[config.mk]
export PLATFORM = sky130hd
export DESIGN_NAME = phy_id_vendor_regs
export DESIGN_NICKNAME = d
export VERILOG_FILES = /design/src/phy_id_vendor_pkg.sv /design/src/phy_id_vendor_regs.sv
export SDC_FILE = /design/constraint.sdc
export NUM_CORES = 1
export LEC_CHECK = 0
export ABC_CLOCK_PERIOD_IN_PS = 2400
export BUFFER_PORTS_ARGS = -buffer_cell sky130_fd_sc_hd__buf_2
export CORE_UTILIZATION = 45
export DETAILED_ROUTE_END_ITERATION = 8
export PLACE_DENSITY = 0.86
export SLEW_MARGIN = 10
export SYNTH_ARGS = -nofsm -noshare
export SYNTH_HDL_FRONTEND = slang
export SYNTH_SLANG_ARGS = --single-unit
[constraint.sdc]
create_clock -name sys_clk -period 2.4 [get_ports sys_clk]
set_input_delay 0.24 -clock sys_clk [delete_from_list [all_inputs] [get_ports sys_clk]]
set_output_delay 0.24 -clock sys_clk [all_outputs]
set_load 0.05 [all_outputs]
[src/phy_id_vendor_pkg.sv]
// constants, register map and carrier types for the phy identification/vendor pages block
`default_nettype none
package phy_id_vendor_pkg;
    // register indices; byte address on the bus is four times the index
    localparam logic [3:0] IDX_PWR_CLASS = 4'h4; // power class and request status
    localparam logic [3:0] IDX_PAGE_SEL = 4'h7; // page select
    localparam logic [3:0] IDX_COMPLIANCE = 4'h8; // page 1: compliance level
    localparam logic [3:0] IDX_ID_RSVD = 4'h9; // page 1: reserved
    localparam logic [3:0] IDX_OUI_HI = 4'hA; // page 1: maker oui msb
    localparam logic [3:0] IDX_OUI_MID = 4'hB;
    localparam logic [3:0] IDX_OUI_LO = 4'hC;
    localparam logic [3:0] IDX_PART_HI = 4'hD; // page 1: part code msb
    localparam logic [3:0] IDX_PART_MID = 4'hE;
    localparam logic [3:0] IDX_PART_LO = 4'hF;
    localparam logic [3:0] IDX_ARB_CTRL = 4'h8; // page 7: flag and link rate
    // page select codes
    localparam logic [2:0] PAGE_IDENT = 3'h1;
    localparam logic [2:0] PAGE_VENDOR = 3'h7;
    localparam logic [2:0] PAGE_SEL_RST = 3'h0;
    // field positions
    localparam int NULL_ACT_BIT = 7; // null-packet flag sits in the msb of the byte
    localparam int LSPD_LO = 0; // link speed in the two lsbs
    localparam int PWR_LO = 0; // power class bits 2:0 of index 4
    localparam int FAIR_BIT = 4; // pending fair request, read only
    localparam int PRI_BIT = 5; // pending priority request, read only
    // fixed and reset values
    localparam logic [7:0] COMPLIANCE_LEVEL = 8'h01;
    localparam logic NULL_ACT_RST = 1'b0; // flag value after hardware reset
    localparam logic [1:0] SPD_S100 = 2'h0;
    localparam logic [1:0] SPD_S200 = 2'h1;
    localparam logic [1:0] SPD_S400 = 2'h2;
    localparam logic [1:0] SPD_ILLEGAL = 2'h3;
    localparam logic [1:0] LSPD_RST = SPD_S400;
    localparam logic [2:0] PWR_RST = 3'h0;
    localparam logic [2:0] PWR_RESERVED = 3'h5; // code 101 has no meaning
    localparam int ACK_BITS = 8; // an acknowledge carries exactly 8 bits
    localparam logic [1:0] STRAP_SETTLE = 2'h2; // cycles after release before latching
    // what the self-id transmitter picks up from this block
    typedef struct packed {
        logic [2:0] pwr; // power field, bits 21-23 of self-id
        logic [1:0] sp; // node speed, copied from link rate
        logic [1:0] phy_sp; // speed advertised to peer phys
    } self_id_info_t;
    // request state toward the arbiter
    typedef struct packed {
        logic fair; // fair request pending
        logic pri; // priority request pending
    } arb_req_t;
endpackage : phy_id_vendor_pkg
`default_nettype wire

[src/phy_id_vendor_regs.sv]
// paged identification/vendor registers, request clearing and power class of the phy
//
// Operation
// RQ1: page select 1 maps the identification page
// RQ2: page select 7 maps the vendor page
// RQ3: compliance byte reads fixed 01h at 1000b
// RQ4: 24-bit maker oui, msb at 1010b
// RQ5: 24-bit part code, msb at 1101b
// RQ6: flag set: only packets over 8 bits clear
// RQ7: flag clear: any non-acknowledge packet clears requests
// RQ8: flag resets to 0, bus reset keeps it
// RQ9: link speed encodes s100/s200/s400; 11 illegal
// RQ10: link speed copied into self-id speed
// RQ11: phy always advertises s400 to peers
// RQ12: link speed resets to s400, bus-reset proof
// RQ13: straps give default self-id power field
// RQ14: straps latched after reset, register write overrides
// RQ15: power-class code meanings, 101 reserved
// RQ16: reserved locations read zero, writes ignored
//
// The APB interface to the registers was decided locally.
`default_nettype none
module phy_id_vendor_regs #(
    parameter logic [23:0] MAKER_OUI = 24'h5A5A5A, // arbitrary value, not a real maker
    parameter logic [23:0] PART_CODE = 24'hA5A5A5, // arbitrary value, not a real part
    parameter int PKT_LEN_W = 16 // width of the received packet bit count
) (
    input wire logic sys_clk,
    input wire logic rst_n,
    // apb slave
    input wire logic psel,
    input wire logic penable,
    input wire logic pwrite,
    input wire logic [7:0] paddr,
    input wire logic [31:0] pwdata,
    output logic [31:0] prdata,
    output logic pready,
    output logic pslverr,
    // power class strap pins, asynchronous
    input wire logic [2:0] power_class_straps,
    // arbiter side, same clock
    input wire logic fair_req_set,
    input wire logic pri_req_set,
    input wire logic pkt_rx_done,
    input wire logic [PKT_LEN_W-1:0] pkt_rx_bits,
    output phy_id_vendor_pkg::arb_req_t arb_req,
    // self-id contents
    output phy_id_vendor_pkg::self_id_info_t self_id_info
);
    import phy_id_vendor_pkg::*;

    logic [2:0] page_sel_r; // current page
    logic null_packet_action_flag_r; // keeps requests alive across short packets when set
    logic [1:0] link_speed_r; // attached link top speed
    logic [2:0] pwr_class_r; // power class field of index 4
    logic sw_pwr_wr_r; // software has written the power class
    logic strap_done_r; // straps have been latched
    logic [1:0] strap_cnt_r; // settle counter after reset release
    logic [2:0] strap_meta_r; // first synchroniser stage
    logic [2:0] strap_sync_r; // second synchroniser stage
    logic fair_r; // pending fair request
    logic pri_r; // pending priority request
    logic [31:0] prdata_r; // read data, captured in setup
    logic pslverr_r; // error answer, captured in setup
    logic [3:0] idx; // word index of the access
    logic wr_acc; // write takes effect this edge
    logic setup; // first cycle of a transfer
    logic pkt_clears; // received packet clears requests
    logic [31:0] rd_nxt; // read mux
    logic err_nxt; // unmapped index

    assign idx = paddr[5:2];
    assign setup = psel & ~penable;
    assign wr_acc = psel & penable & pwrite;
    // zero wait states: the answer is ready in the first access cycle
    assign pready = psel & penable;
    assign prdata = prdata_r;
    assign pslverr = pslverr_r & pready;

    // page select register; only 1 and 7 map anything, other values read back
    always_ff @(posedge sys_clk or negedge rst_n) begin
        if (!rst_n) begin
            page_sel_r <= PAGE_SEL_RST;
        end else if (wr_acc && idx == IDX_PAGE_SEL) begin
            page_sel_r <= pwdata[2:0];
        end
    end

    // vendor page control byte; hardware reset only, no bus reset input reaches it
    // rst_n is the only clear path, so the link can count on these settings
    // surviving every bus reset that the rest of the phy goes through
    always_ff @(posedge sys_clk or negedge rst_n) begin
        if (!rst_n) begin
            null_packet_action_flag_r <= NULL_ACT_RST; // [RQ8]
            link_speed_r <= LSPD_RST; // [RQ12]
        end else if (wr_acc && idx == IDX_ARB_CTRL && page_sel_r == PAGE_VENDOR) begin // [RQ2]
            null_packet_action_flag_r <= pwdata[NULL_ACT_BIT]; // [RQ8]
            // the illegal code is dropped so self-id never reports a bogus speed
            if (pwdata[LSPD_LO+1:LSPD_LO] != SPD_ILLEGAL) begin // [RQ9]
                link_speed_r <= pwdata[LSPD_LO+1:LSPD_LO];
            end
        end
    end

    // straps come from pins: two flops before anyone looks at them
    always_ff @(posedge sys_clk or negedge rst_n) begin
        if (!rst_n) begin
            strap_meta_r <= 3'h0;
            strap_sync_r <= 3'h0;
        end else begin
            strap_meta_r <= power_class_straps;
            strap_sync_r <= strap_meta_r;
        end
    end

    // settle counter: wait until the synchroniser holds real pin values
    always_ff @(posedge sys_clk or negedge rst_n) begin
        if (!rst_n) begin
            strap_cnt_r <= 2'h0;
            strap_done_r <= 1'b0;
        end else if (!strap_done_r) begin
            if (strap_cnt_r == STRAP_SETTLE) begin
                strap_done_r <= 1'b1;
            end else begin
                strap_cnt_r <= strap_cnt_r + 2'h1;
            end
        end
    end

    // power class: strap default once, any software write takes over for good
    always_ff @(posedge sys_clk or negedge rst_n) begin
        if (!rst_n) begin
            pwr_class_r <= PWR_RST;
            sw_pwr_wr_r <= 1'b0;
        end else if (wr_acc && idx == IDX_PWR_CLASS) begin
            // a write in the latch cycle wins, so the override is never lost
            pwr_class_r <= pwdata[PWR_LO+2:PWR_LO]; // [RQ14]
            sw_pwr_wr_r <= 1'b1;
        end else if (!strap_done_r && strap_cnt_r == STRAP_SETTLE && !sw_pwr_wr_r) begin
            pwr_class_r <= strap_sync_r; // [RQ13]
        end
    end

    // which received packets release pending requests
    // flag set: acknowledges, null and short malformed packets keep requests pending
    // flag clear: everything but an exact acknowledge clears them
    always_comb begin
        if (null_packet_action_flag_r) begin
            pkt_clears = pkt_rx_done && (pkt_rx_bits > PKT_LEN_W'(ACK_BITS)); // [RQ6]
        end else begin
            pkt_clears = pkt_rx_done && (pkt_rx_bits != PKT_LEN_W'(ACK_BITS)); // [RQ7]
        end
    end

    // pending requests; a new request in the clearing cycle survives
    always_ff @(posedge sys_clk or negedge rst_n) begin
        if (!rst_n) begin
            fair_r <= 1'b0;
            pri_r <= 1'b0;
        end else begin
            if (fair_req_set) begin
                fair_r <= 1'b1;
            end else if (pkt_clears) begin
                fair_r <= 1'b0; // [RQ6] [RQ7]
            end
            if (pri_req_set) begin
                pri_r <= 1'b1;
            end else if (pkt_clears) begin
                pri_r <= 1'b0; // [RQ6] [RQ7]
            end
        end
    end

    assign arb_req.fair = fair_r;
    assign arb_req.pri = pri_r;
    // self-id fields; code 101 is passed through, choosing it is software's concern
    assign self_id_info.pwr = pwr_class_r; // [RQ13] [RQ15]
    assign self_id_info.sp = link_speed_r; // [RQ10]
    assign self_id_info.phy_sp = SPD_S400; // [RQ11]

    // read mux; paged indices answer by the current page, else zero
    always_comb begin
        rd_nxt = 32'h0;
        err_nxt = 1'b0;
        if (idx == IDX_PWR_CLASS) begin
            rd_nxt[PWR_LO+2:PWR_LO] = pwr_class_r;
            rd_nxt[FAIR_BIT] = fair_r;
            rd_nxt[PRI_BIT] = pri_r;
        end else if (idx == IDX_PAGE_SEL) begin
            rd_nxt[2:0] = page_sel_r;
        end else if (idx >= IDX_COMPLIANCE) begin
            if (page_sel_r == PAGE_IDENT) begin // [RQ1]
                case (idx)
                    IDX_COMPLIANCE: rd_nxt[7:0] = COMPLIANCE_LEVEL; // [RQ3]
                    IDX_OUI_HI: rd_nxt[7:0] = MAKER_OUI[23:16]; // [RQ4]
                    IDX_OUI_MID: rd_nxt[7:0] = MAKER_OUI[15:8];
                    IDX_OUI_LO: rd_nxt[7:0] = MAKER_OUI[7:0];
                    IDX_PART_HI: rd_nxt[7:0] = PART_CODE[23:16]; // [RQ5]
                    IDX_PART_MID: rd_nxt[7:0] = PART_CODE[15:8];
                    IDX_PART_LO: rd_nxt[7:0] = PART_CODE[7:0];
                    default: rd_nxt = 32'h0; // reserved byte [RQ16]
                endcase
            end else if (page_sel_r == PAGE_VENDOR && idx == IDX_ARB_CTRL) begin // [RQ2]
                rd_nxt[NULL_ACT_BIT] = null_packet_action_flag_r;
                rd_nxt[LSPD_LO+1:LSPD_LO] = link_speed_r;
            end
            // test-reserved bytes and unused pages read zero [RQ16]
        end else begin
            err_nxt = 1'b1; // nothing lives below the paged window here
        end
    end

    // read data and error captured in setup so the access phase sees flops
    always_ff @(posedge sys_clk or negedge rst_n) begin
        if (!rst_n) begin
            prdata_r <= 32'h0;
            pslverr_r <= 1'b0;
        end else if (setup) begin
            prdata_r <= pwrite ? 32'h0 : rd_nxt;
            pslverr_r <= err_nxt;
        end
    end
endmodule : phy_id_vendor_regs
`default_nettype wire

# Word-level counts from Yosys, hierarchy flattened
# Cells that the tools add are included.
# totals
inputBits,67
regBits,54
# op_classes
reduce_logical,18
bitwise_logic,7
mux,25
eq_ne,14
n_addsub,1
order_cmp,2
# ops
op,n
32-bit 2-to-1 mux,1
"4-bit == test, second input constant",7
26-bit 2-to-1 mux,1
8-bit one-hot mux with 3 select lines,1
"16-bit by 4-bit > comparator with 1-bit output, second input constant",1
"16-bit by 4-bit != test with 1-bit output, second input constant",1
1-bit 2-to-1 mux,12
3-bit 2-to-1 mux,4
5-bit 2-to-1 mux,2
1-bit logical AND,9
"4-bit by 3-bit == test with 1-bit output, second input constant",2
8-bit 2-to-1 mux,1
2-bit 2-to-1 mux,3
2-bit nonzero test,3
3-bit OR reduction,2
1-bit AND,4
"4-bit >= comparator, second input constant",1
2-bit AND reduction,2
"3-bit by 1-bit == test with 1-bit output, second input constant",1
"3-bit == test, second input constant",1
1-bit NOT,3
"2-bit by 1-bit adder with 2-bit output, second input constant",1
"2-bit == test, second input constant",1
1-bit logical NOT,2
"2-bit != test, second input constant",1

# Logic depth before layout (Yosys ltp)
# Gate-level depths: netlist (run 1).
# depth
word_depth,8
mapped_depth,6
mapped_depth_nobuf,5

# Worst setup path before layout (run 1)
# OpenSTA, ideal clock, no wires.
# synth_path
path_kind,input-to-reg
startpoint,input paddr[2]
endpoint,register null_packet_action_flag_r
arrival_ns,1.374
setup_ns,0.125
cell_stages,4
path_slack_ns,0.900
cell_sequence,or2_1 > or4_1 > buf_2 > mux2_4
# synth_between
elab_chain_len,3
# synth_lines
item,line_no,source
from (decl),phy_id_vendor_regs.sv:34,"input wire logic [7:0] paddr,"
4-bit == test,phy_id_vendor_regs.sv:96,end else if (wr_acc && idx == IDX_ARB_CTRL && page_sel_r == PAGE_VENDOR) begin
1-bit logical AND (2 in a row),phy_id_vendor_regs.sv:96,
to (signal assigned),phy_id_vendor_regs.sv:97,null_packet_action_flag_r <= pwdata[NULL_ACT_BIT];
to (decl),phy_id_vendor_regs.sv:53,logic null_packet_action_flag_r;
# Every way passes these cells.
# A chain may end at the register's enable or synchronous reset.

# Worst setup path after layout (run 1)
# layout_path
startpoint,register page_sel_r[0]
endpoint,register null_packet_action_flag_r
# layout_between
elab_chain_len,2
# layout_lines
item,line_no,source
from (decl),phy_id_vendor_regs.sv:52,logic [2:0] page_sel_r;
from (signal assigned),phy_id_vendor_regs.sv:85,page_sel_r <= pwdata[2:0];
3-bit == test,phy_id_vendor_regs.sv:96,
1-bit logical AND,phy_id_vendor_regs.sv:96,
# Every way passes these cells.

==> metrics.csv, run 1 <==
stage,metric,value,unit
outcome,status,finished clean,
synth,dominant synthesized flop cell,dfrtp_1,
critical_path,"Worst Path Class, Setup",reg -> reg,
sta,RSZ-0062 raised after global routing,false,
route,first-pass iteration count of the detailed router,4,
route,DRC violations left,0,
route,via count,1325,
sta,total negative slack,0,ps
power,Pwr Total,1296,uW
critical_path,CP max stage delay,630,ps
synth,leading area contributor after synthesis,dfrtp_1,
cts,clock-pin slew on the worst setup and hold paths,90,ps
critical_path,data required time of the worst path,2640,ps
sta,Setup WS post-layout,745.0,ps
sta,fin crit share,68.96,%
power,Cell Pwr Density,674.3,nW/um^2
global_routing,antenna violations before repair,0,
synth,synth unique cells,44,
power,maximum VDD drop,0.3404,mV
sta,Max Slew Vio Count,0,
floorplan,core footprint,3416,um^2
critical_path,Slowest cell on crit path,or4_1,
cts,CTS Sinks,29,
floorplan,Die Y,62.24,um
synth,asr flop ratio synth,100.0,%
global_routing,GRT Residual Overflow,0,
critical_path,worst-path maximum fanout,6,
critical_path,crit start category,flip-flop,
synth,Post-synth top cells,"buf_4 (29), dfrtp_1 (28), nand2_1 (12)",
synth,Ys Warns,0,
final_layout,share of cells above drive strength 1,31.19,%
place,PortBufs,51,
final_layout,ANT cells,0,
floorplan,Die Area,3873,um^2
place,Final Wtd Congestion,0.8679,
critical_path,"Buf+Inv Stages, Crit Path",0,
final_layout,utilization after layout,56.26,%
synth,syn avg cell area,9.777,um^2
route,Routed WL,3.309,mm
route,First DRT Iteration DRCs,45,
synth,"top cells by area, synth","dfrtp_1 (43%), buf_4 (13%), mux2i_1 (3.1%), nand2_1 (2.8%), o21ai_0 (2.5%)",
route,Vias/cell,5.019,
final_layout,Layout Nets,285,
cts,cts hold-fix bufs,4,
flow_run,Max-Cap Viols,0,
floorplan,Die Span X,62.24,um
cts,CTS tree,yes,
synth,synthesized area,1633,um^2
sta,endpoints failing setup,0,
global_routing,number of global-route vias before repair,1254,
critical_path,crit path cell chain,nand2_1 > or4_1 > mux2_4,
global_routing,first-pass GRT wire length,5.368,mm
floorplan,cell row count,21,
sta,Worst-Margin Slew,636.7,ps
power,Static Leak,0.0009622,uW
floorplan,Initial Util,47.80,%
global_routing,GRT Total Usage,18.05,%
critical_path,endpoint class of the critical path,flip-flop,
sta,Final Hold Viols,0,
synth,most frequent cell after synthesis,buf_4,
synth,Synth Instances,167,
final_layout,Final Instance Area,1922,um^2
place,final HPWL from detailed placement,2.493,mm
cts,Clock Latency Late Sink,340,ps
hold_path,Worst Hold Class,in -> reg,
cts,clk root buf,clkbuf_4,
synth,sequential share of the synthesized area,44.52,%
synth,Post-synth EDFFs,0,
sta,minimum clock period,1655,ps
final_layout,Area Overhead vs Synth,17.70,%
route,mean routed wirelength per cell,12.53,um
floorplan,number of top-level pins,110,
cts,postcts setup bufs,0,
sta,Slew headroom,57.46,%
critical_path,crit-path leading delay family,simple AND/OR/NAND/NOR gates,
sta,Max Freq,0.6042,GHz
cts,CTS Buf Count,5,
synth,Yosys reg bits,29,
route,Routed Antenna Nets,0,
cts,H-tree depth,2,
place,area post-placement,1793,um^2
critical_path,Worst Path Arrival,1890,ps
synth,Synth top area share,42.91,%
cts,CTS max path bufs,2,
cts,CTS resizes,0,
place,Setup WS pre-CTS,658.9,ps
sta,clk_skew,1.565,ps
global_routing,largest net degree at the start of global routing,30,
==> path summary, 6_finish.rpt <==
check	depth (start not counted)	slack, ps	start	endpoint
worst max-delay path	3	750	page_sel_r[0]$_DFFE_PN0P_	null_packet_action_flag_r$_DFFE_PN0P_
worst min-delay path	2	70	pri_req_set	pri_r$_DFFE_PN0P_
worst max register to register	3	750	page_sel_r[0]$_DFFE_PN0P_	null_packet_action_flag_r$_DFFE_PN0P_
worst min register to register	0	360	strap_meta_r[2]$_DFF_PN0_	strap_sync_r[2]$_DFF_PN0_
max in group asynchronous	2	1560	rst_n	prdata[1]$_DFFE_PN0P_
min in group asynchronous	2	440	rst_n	strap_meta_r[1]$_DFF_PN0_
==> cell families (layout without fill, tap and decap cells) <==
kind of cell	Yosys count	count (layout)	synth area share [%]
simple gates	50	50	17.16
buf+inv	41	68	16.24
compound gates	34	34	14.25
flops	29	29	44.52
mux	9	9	6.053
other cells	2	26	0.4599
fa+ha+maj	1	1	0.7662
xor+xnor	1	1	0.5365
==> placed cells by master, fill, tap and decap left out, types with 3 or more instances in the layout <==
| cell | n |
|---|---|
| nor2_1 | 6 |
| a21o_1 | 3 |
| dfrtp_1 | 28 |
| conb_1 | 26 |
| clkbuf_4 | 5 |
| o31ai_1 | 4 |
| buf_2 | 51 |
| nand2_1 | 12 |
| nor3b_1 | 3 |
| and3_1 | 4 |
| mux2_2 | 3 |
| a21oi_1 | 5 |
| nor4_1 | 3 |
| mux2i_1 | 5 |
| dlygate4sd3_1 | 4 |
| inv_1 | 4 |
| nand3_1 | 5 |
| o21ai_0 | 8 |
==> layer usage <==
layer | GRT usage, % | up-vias | wire length, um
li1 | - | 635 | -
met1 | 20.73 | 631 | 1380
met2 | 30.08 | 49 | 1664
met3 | 5.147 | 10 | 179
met4 | 10.17 | 0 | 85
met5 | 0 | - | 0
==> state kept, by name (all words and copies together) (netlist names), 2 cells and up <==
name,count
strap_meta_r,3
strap_sync_r,3
pwr_class_r,3
link_speed_r,2
strap_cnt_r,2
page_sel_r,3
prdata,7
==> final cells by class <==
type | instances | area [um^2]
Tap cell | 46 | 57.56
Inverter | 4 | 15.01
Timing Repair Buffer | 56 | 302.8
Sequential cell | 29 | 726.9
Clock inverter | 2 | 37.54
Clock buffer | 6 | 51.30
Multi-Input combinational cell | 121 | 730.7
Fill cell | 345 | 1494
==> report_power, final <==
part | leakage [uW] | internal, uW | switching (uW)
logic | 0.000560 | 76.9 | 231
registers | 0.000358 | 523 | 34.6
clock network | 0.0000445 | 247 | 184
total | 0.000962 | 847 | 449
==> metrics by stage <==
step	instances	hold WS [ps]
after floorplan	191	-55.59
after global placement	252	290.6
after detailed placement	252	298.3
after CTS	264	61.52
after global routing	264	72.25
final	264	67.77
Note: power is estimated with default switching activity, not from simulation.
==> run 2: changes to the inputs <==
--- a/config.mk
+++ b/config.mk
@@ -5,11 +5,11 @@
 export SDC_FILE = /design/constraint.sdc
 export NUM_CORES = 1
 export LEC_CHECK = 0
-export ABC_CLOCK_PERIOD_IN_PS = 2400
+export ABC_CLOCK_PERIOD_IN_PS = 1750
 export BUFFER_PORTS_ARGS = -buffer_cell sky130_fd_sc_hd__buf_2
-export CORE_UTILIZATION = 45
+export CORE_UTILIZATION = 42
 export DETAILED_ROUTE_END_ITERATION = 8
-export PLACE_DENSITY = 0.86
+export PLACE_DENSITY = 0.81
 export SLEW_MARGIN = 10
 export SYNTH_ARGS = -nofsm -noshare
 export SYNTH_HDL_FRONTEND = slang
==> constraint.sdc (replaced) <==
create_clock -name sys_clk -period 1.75 [get_ports sys_clk]
set_input_delay 0.175 -clock sys_clk [delete_from_list [all_inputs] [get_ports sys_clk]]
set_output_delay 0.175 -clock sys_clk [all_outputs]
set_load 0.05 [all_outputs]
==> run 2 against run 1 <==
Net effect:
- sequential power is 36% higher
- register-to-register slack worse by 520 ps
- worst setup slack worse by 520 ps
- fmax is 8.5% higher
- non-clock buffer count is 7 higher
- first-iteration DRC count is 31% higher
- total power is 50% higher
- count of clock-buffer cells in the layout stayed put
- final cell count is 3.4% higher
==> metrics.csv, run 2 (synthesis gave the netlist of run 1 again) <==
stage,metric,value,unit,change
outcome,status,finished clean,,
sta,Max Slew Vio Count,0,,unchanged
route,Routed Antenna Nets,0,,unchanged
route,via count,1358,,+2.5%
floorplan,Die Y,64.35,um,+3.4%
cts,CTS max path bufs,2,,unchanged
cts,clock-pin slew on the worst setup and hold paths,60,ps,-30 ps
critical_path,data required time of the worst path,1930,ps,-710 ps
floorplan,number of top-level pins,110,,unchanged
flow_run,Max-Cap Viols,0,,unchanged
sta,endpoints failing setup,0,,unchanged
sta,Max Freq,0.6553,GHz,+8.5%
sta,Final Hold Viols,0,,unchanged
route,First DRT Iteration DRCs,59,,+31%
cts,postcts setup bufs,0,,unchanged
critical_path,Worst Path Arrival,1700,ps,-190 ps
route,Vias/cell,4.974,,-0.89%
power,Static Leak,0.001011,uW,+5.0%
route,Routed WL,3.346,mm,+1.1%
power,cell internal pwr,1302,uW,+54%
sta,Worst-Margin Slew,621.6,ps,-15.11 ps
final_layout,"most common cell after layout, fill and taps aside",buf_2,,
critical_path,"Worst Path Class, Setup",reg -> reg,,
critical_path,endpoint class of the critical path,flip-flop,,
global_routing,GRT Residual Overflow,0,,unchanged
critical_path,Slowest cell on crit path,or4_1,,
critical_path,Critical Path Source,page_sel_r[1]$_DFFE_PN0P_,,
hold_path,Hold Startpoint,pri_req_set,,
critical_path,crit path cell chain,nand3b_1 > or4_1 > mux2_4,,
sta,Setup WS post-layout,224.0,ps,-521.0 ps
power,part of the power in the clock network,37.7,%,+4.4 points
hold_path,Worst Hold Class,in -> reg,,
sta,Slew headroom,58.56,%,+1.1 points
sta,total negative slack,0,ps,unchanged
cts,CTS Sinks,29,,unchanged
global_routing,first-pass GRT wire length,5.306,mm,-1.2%
critical_path,CP max stage delay,530,ps,-100 ps
global_routing,GRT Total Usage,17.64,%,-0.41 points
final_layout,max reg flops,7,,unchanged
floorplan,core footprint,3689,um^2,+8.0%
route,mean routed wirelength per cell,12.26,um,-2.2%
route,first-pass iteration count of the detailed router,4,,unchanged
final_layout,utilization after layout,54.44,%,-1.8 points
global_routing,antenna violations before repair,0,,unchanged
final_layout,Layout Nets,292,,+2.5%
power,combinational share of power,23.3,%,-0.4 points
power,Cell Pwr Density,965.8,nW/um^2,+43%
floorplan,Die Span X,64.35,um,+3.4%
route,DRC violations left,0,,unchanged
place,Setup WS pre-CTS,121.3,ps,-537.6 ps
critical_path,r2r startpoint,page_sel_r[1]$_DFFE_PN0P_,,
sta,minimum clock period,1526,ps,-129.0 ps
sta,fin crit share,87.20,%,+18 points
floorplan,Die Area,4141,um^2,+6.9%
floorplan,Initial Util,44.27,%,-3.5 points
sta,clk_skew,2.639,ps,+1.074 ps
critical_path,worst-path maximum fanout,8,,+2
power,Pwr Total,1940,uW,+50%
power,sequential share of power,39.0,%,-4.0 points
power,maximum VDD drop,0.6035,mV,+77%
floorplan,cell row count,22,,+4.8%
cts,CTS tree,yes,,
global_routing,largest net degree at the start of global routing,30,,unchanged
final_layout,share of cells above drive strength 1,33.33,%,+2.1 points
cts,clk root buf,clkbuf_8,,
place,final HPWL from detailed placement,2.476,mm,-0.69%
power,Switching Power,638.0,uW,+42%
critical_path,crit start category,flip-flop,,
cts,CTS Buf Count,5,,unchanged
final_layout,ANT cells,0,,unchanged
cts,H-tree depth,2,,unchanged
final_layout,most frequent cells in the layout,"buf_2 (51), dfrtp_1 (28), conb_1 (26)",,
place,Final Wtd Congestion,0.8740,,+0.70%
global_routing,number of global-route vias before repair,1172,,-6.5%
cts,Clock Latency Late Sink,290,ps,-50 ps
final_layout,Area Overhead vs Synth,22.99,%,
power,Switching Fraction,32.89,%,-1.7 points
place,PortBufs,51,,unchanged
sta,RSZ-0062 raised after global routing,false,,
run 2: critical path, delay by kind of cell, from the launching register on:
kind / cells / cell delay [ps]
multiplexers: 1 / 340
flip-flops: 1 / 460
AND/OR/NAND/NOR: 2 / 620
run 2: repair_timing:
item                                   CTS  global route
resized for setup                        0             0
endpoints found under the hold margin   31             0
hold buffers                             4             0
run 2: power groups by stage:
stage                     Sequential (uW)  Combinational (uW)  Clock [uW]
after floorplan                       829                 301           0
after global placement                767                 439           0
after detailed placement              769                 445           0
after CTS                             757                 452         752
after global routing                  764                 480         782
final                                 757                 451         731
run 2: final cells by class:
type,count,area [um^2]
multi-input combinational,121,730.7
sequential,29,726.9
inverter,4,15.01
tap,48,60.06
clock buffer,6,82.58
timing repair buffer,63,355.3
clock inverter,2,37.54
fill,350,1680
run 2: routing by layer:
metal / track usage [%] / vias up / routed length (um) / part of all wire, %
li1: - / 650 / - / -
met1: 22.40 / 639 / 1456 / 44
met2: 25.79 / 62 / 1581 / 47
met3: 4.643 / 7 / 220 / 6.6
met4: 12.50 / 0 / 87 / 2.6
met5: 0 / - / 0 / 0
run 2: path summary, 6_finish.rpt:
check | endpoint | slack [ps] | depth (start not counted)
min | pri_r$_DFFE_PN0P_ | 60 | 2
max | null_packet_action_flag_r$_DFFE_PN0P_ | 220 | 3
max in group asynchronous | prdata[4]$_DFFE_PN0P_ | 920 | 2
min reg2reg | strap_sync_r[2]$_DFF_PN0_ | 350 | 0
max reg2reg | null_packet_action_flag_r$_DFFE_PN0P_ | 220 | 3
min in group asynchronous | page_sel_r[1]$_DFFE_PN0P_ | 430 | 2
run 2: per-stage QoR:
stage | cells | hold WS [ps] | area (um^2)
final | 273 | 59.49 | 2008
after global routing | 273 | 52.85 | 2008
after CTS | 273 | 56.22 | 2008
after detailed placement | 261 | 231.4 | 1848
after global placement | 261 | 225.1 | 1848
after floorplan | 191 | -120.6 | 1723
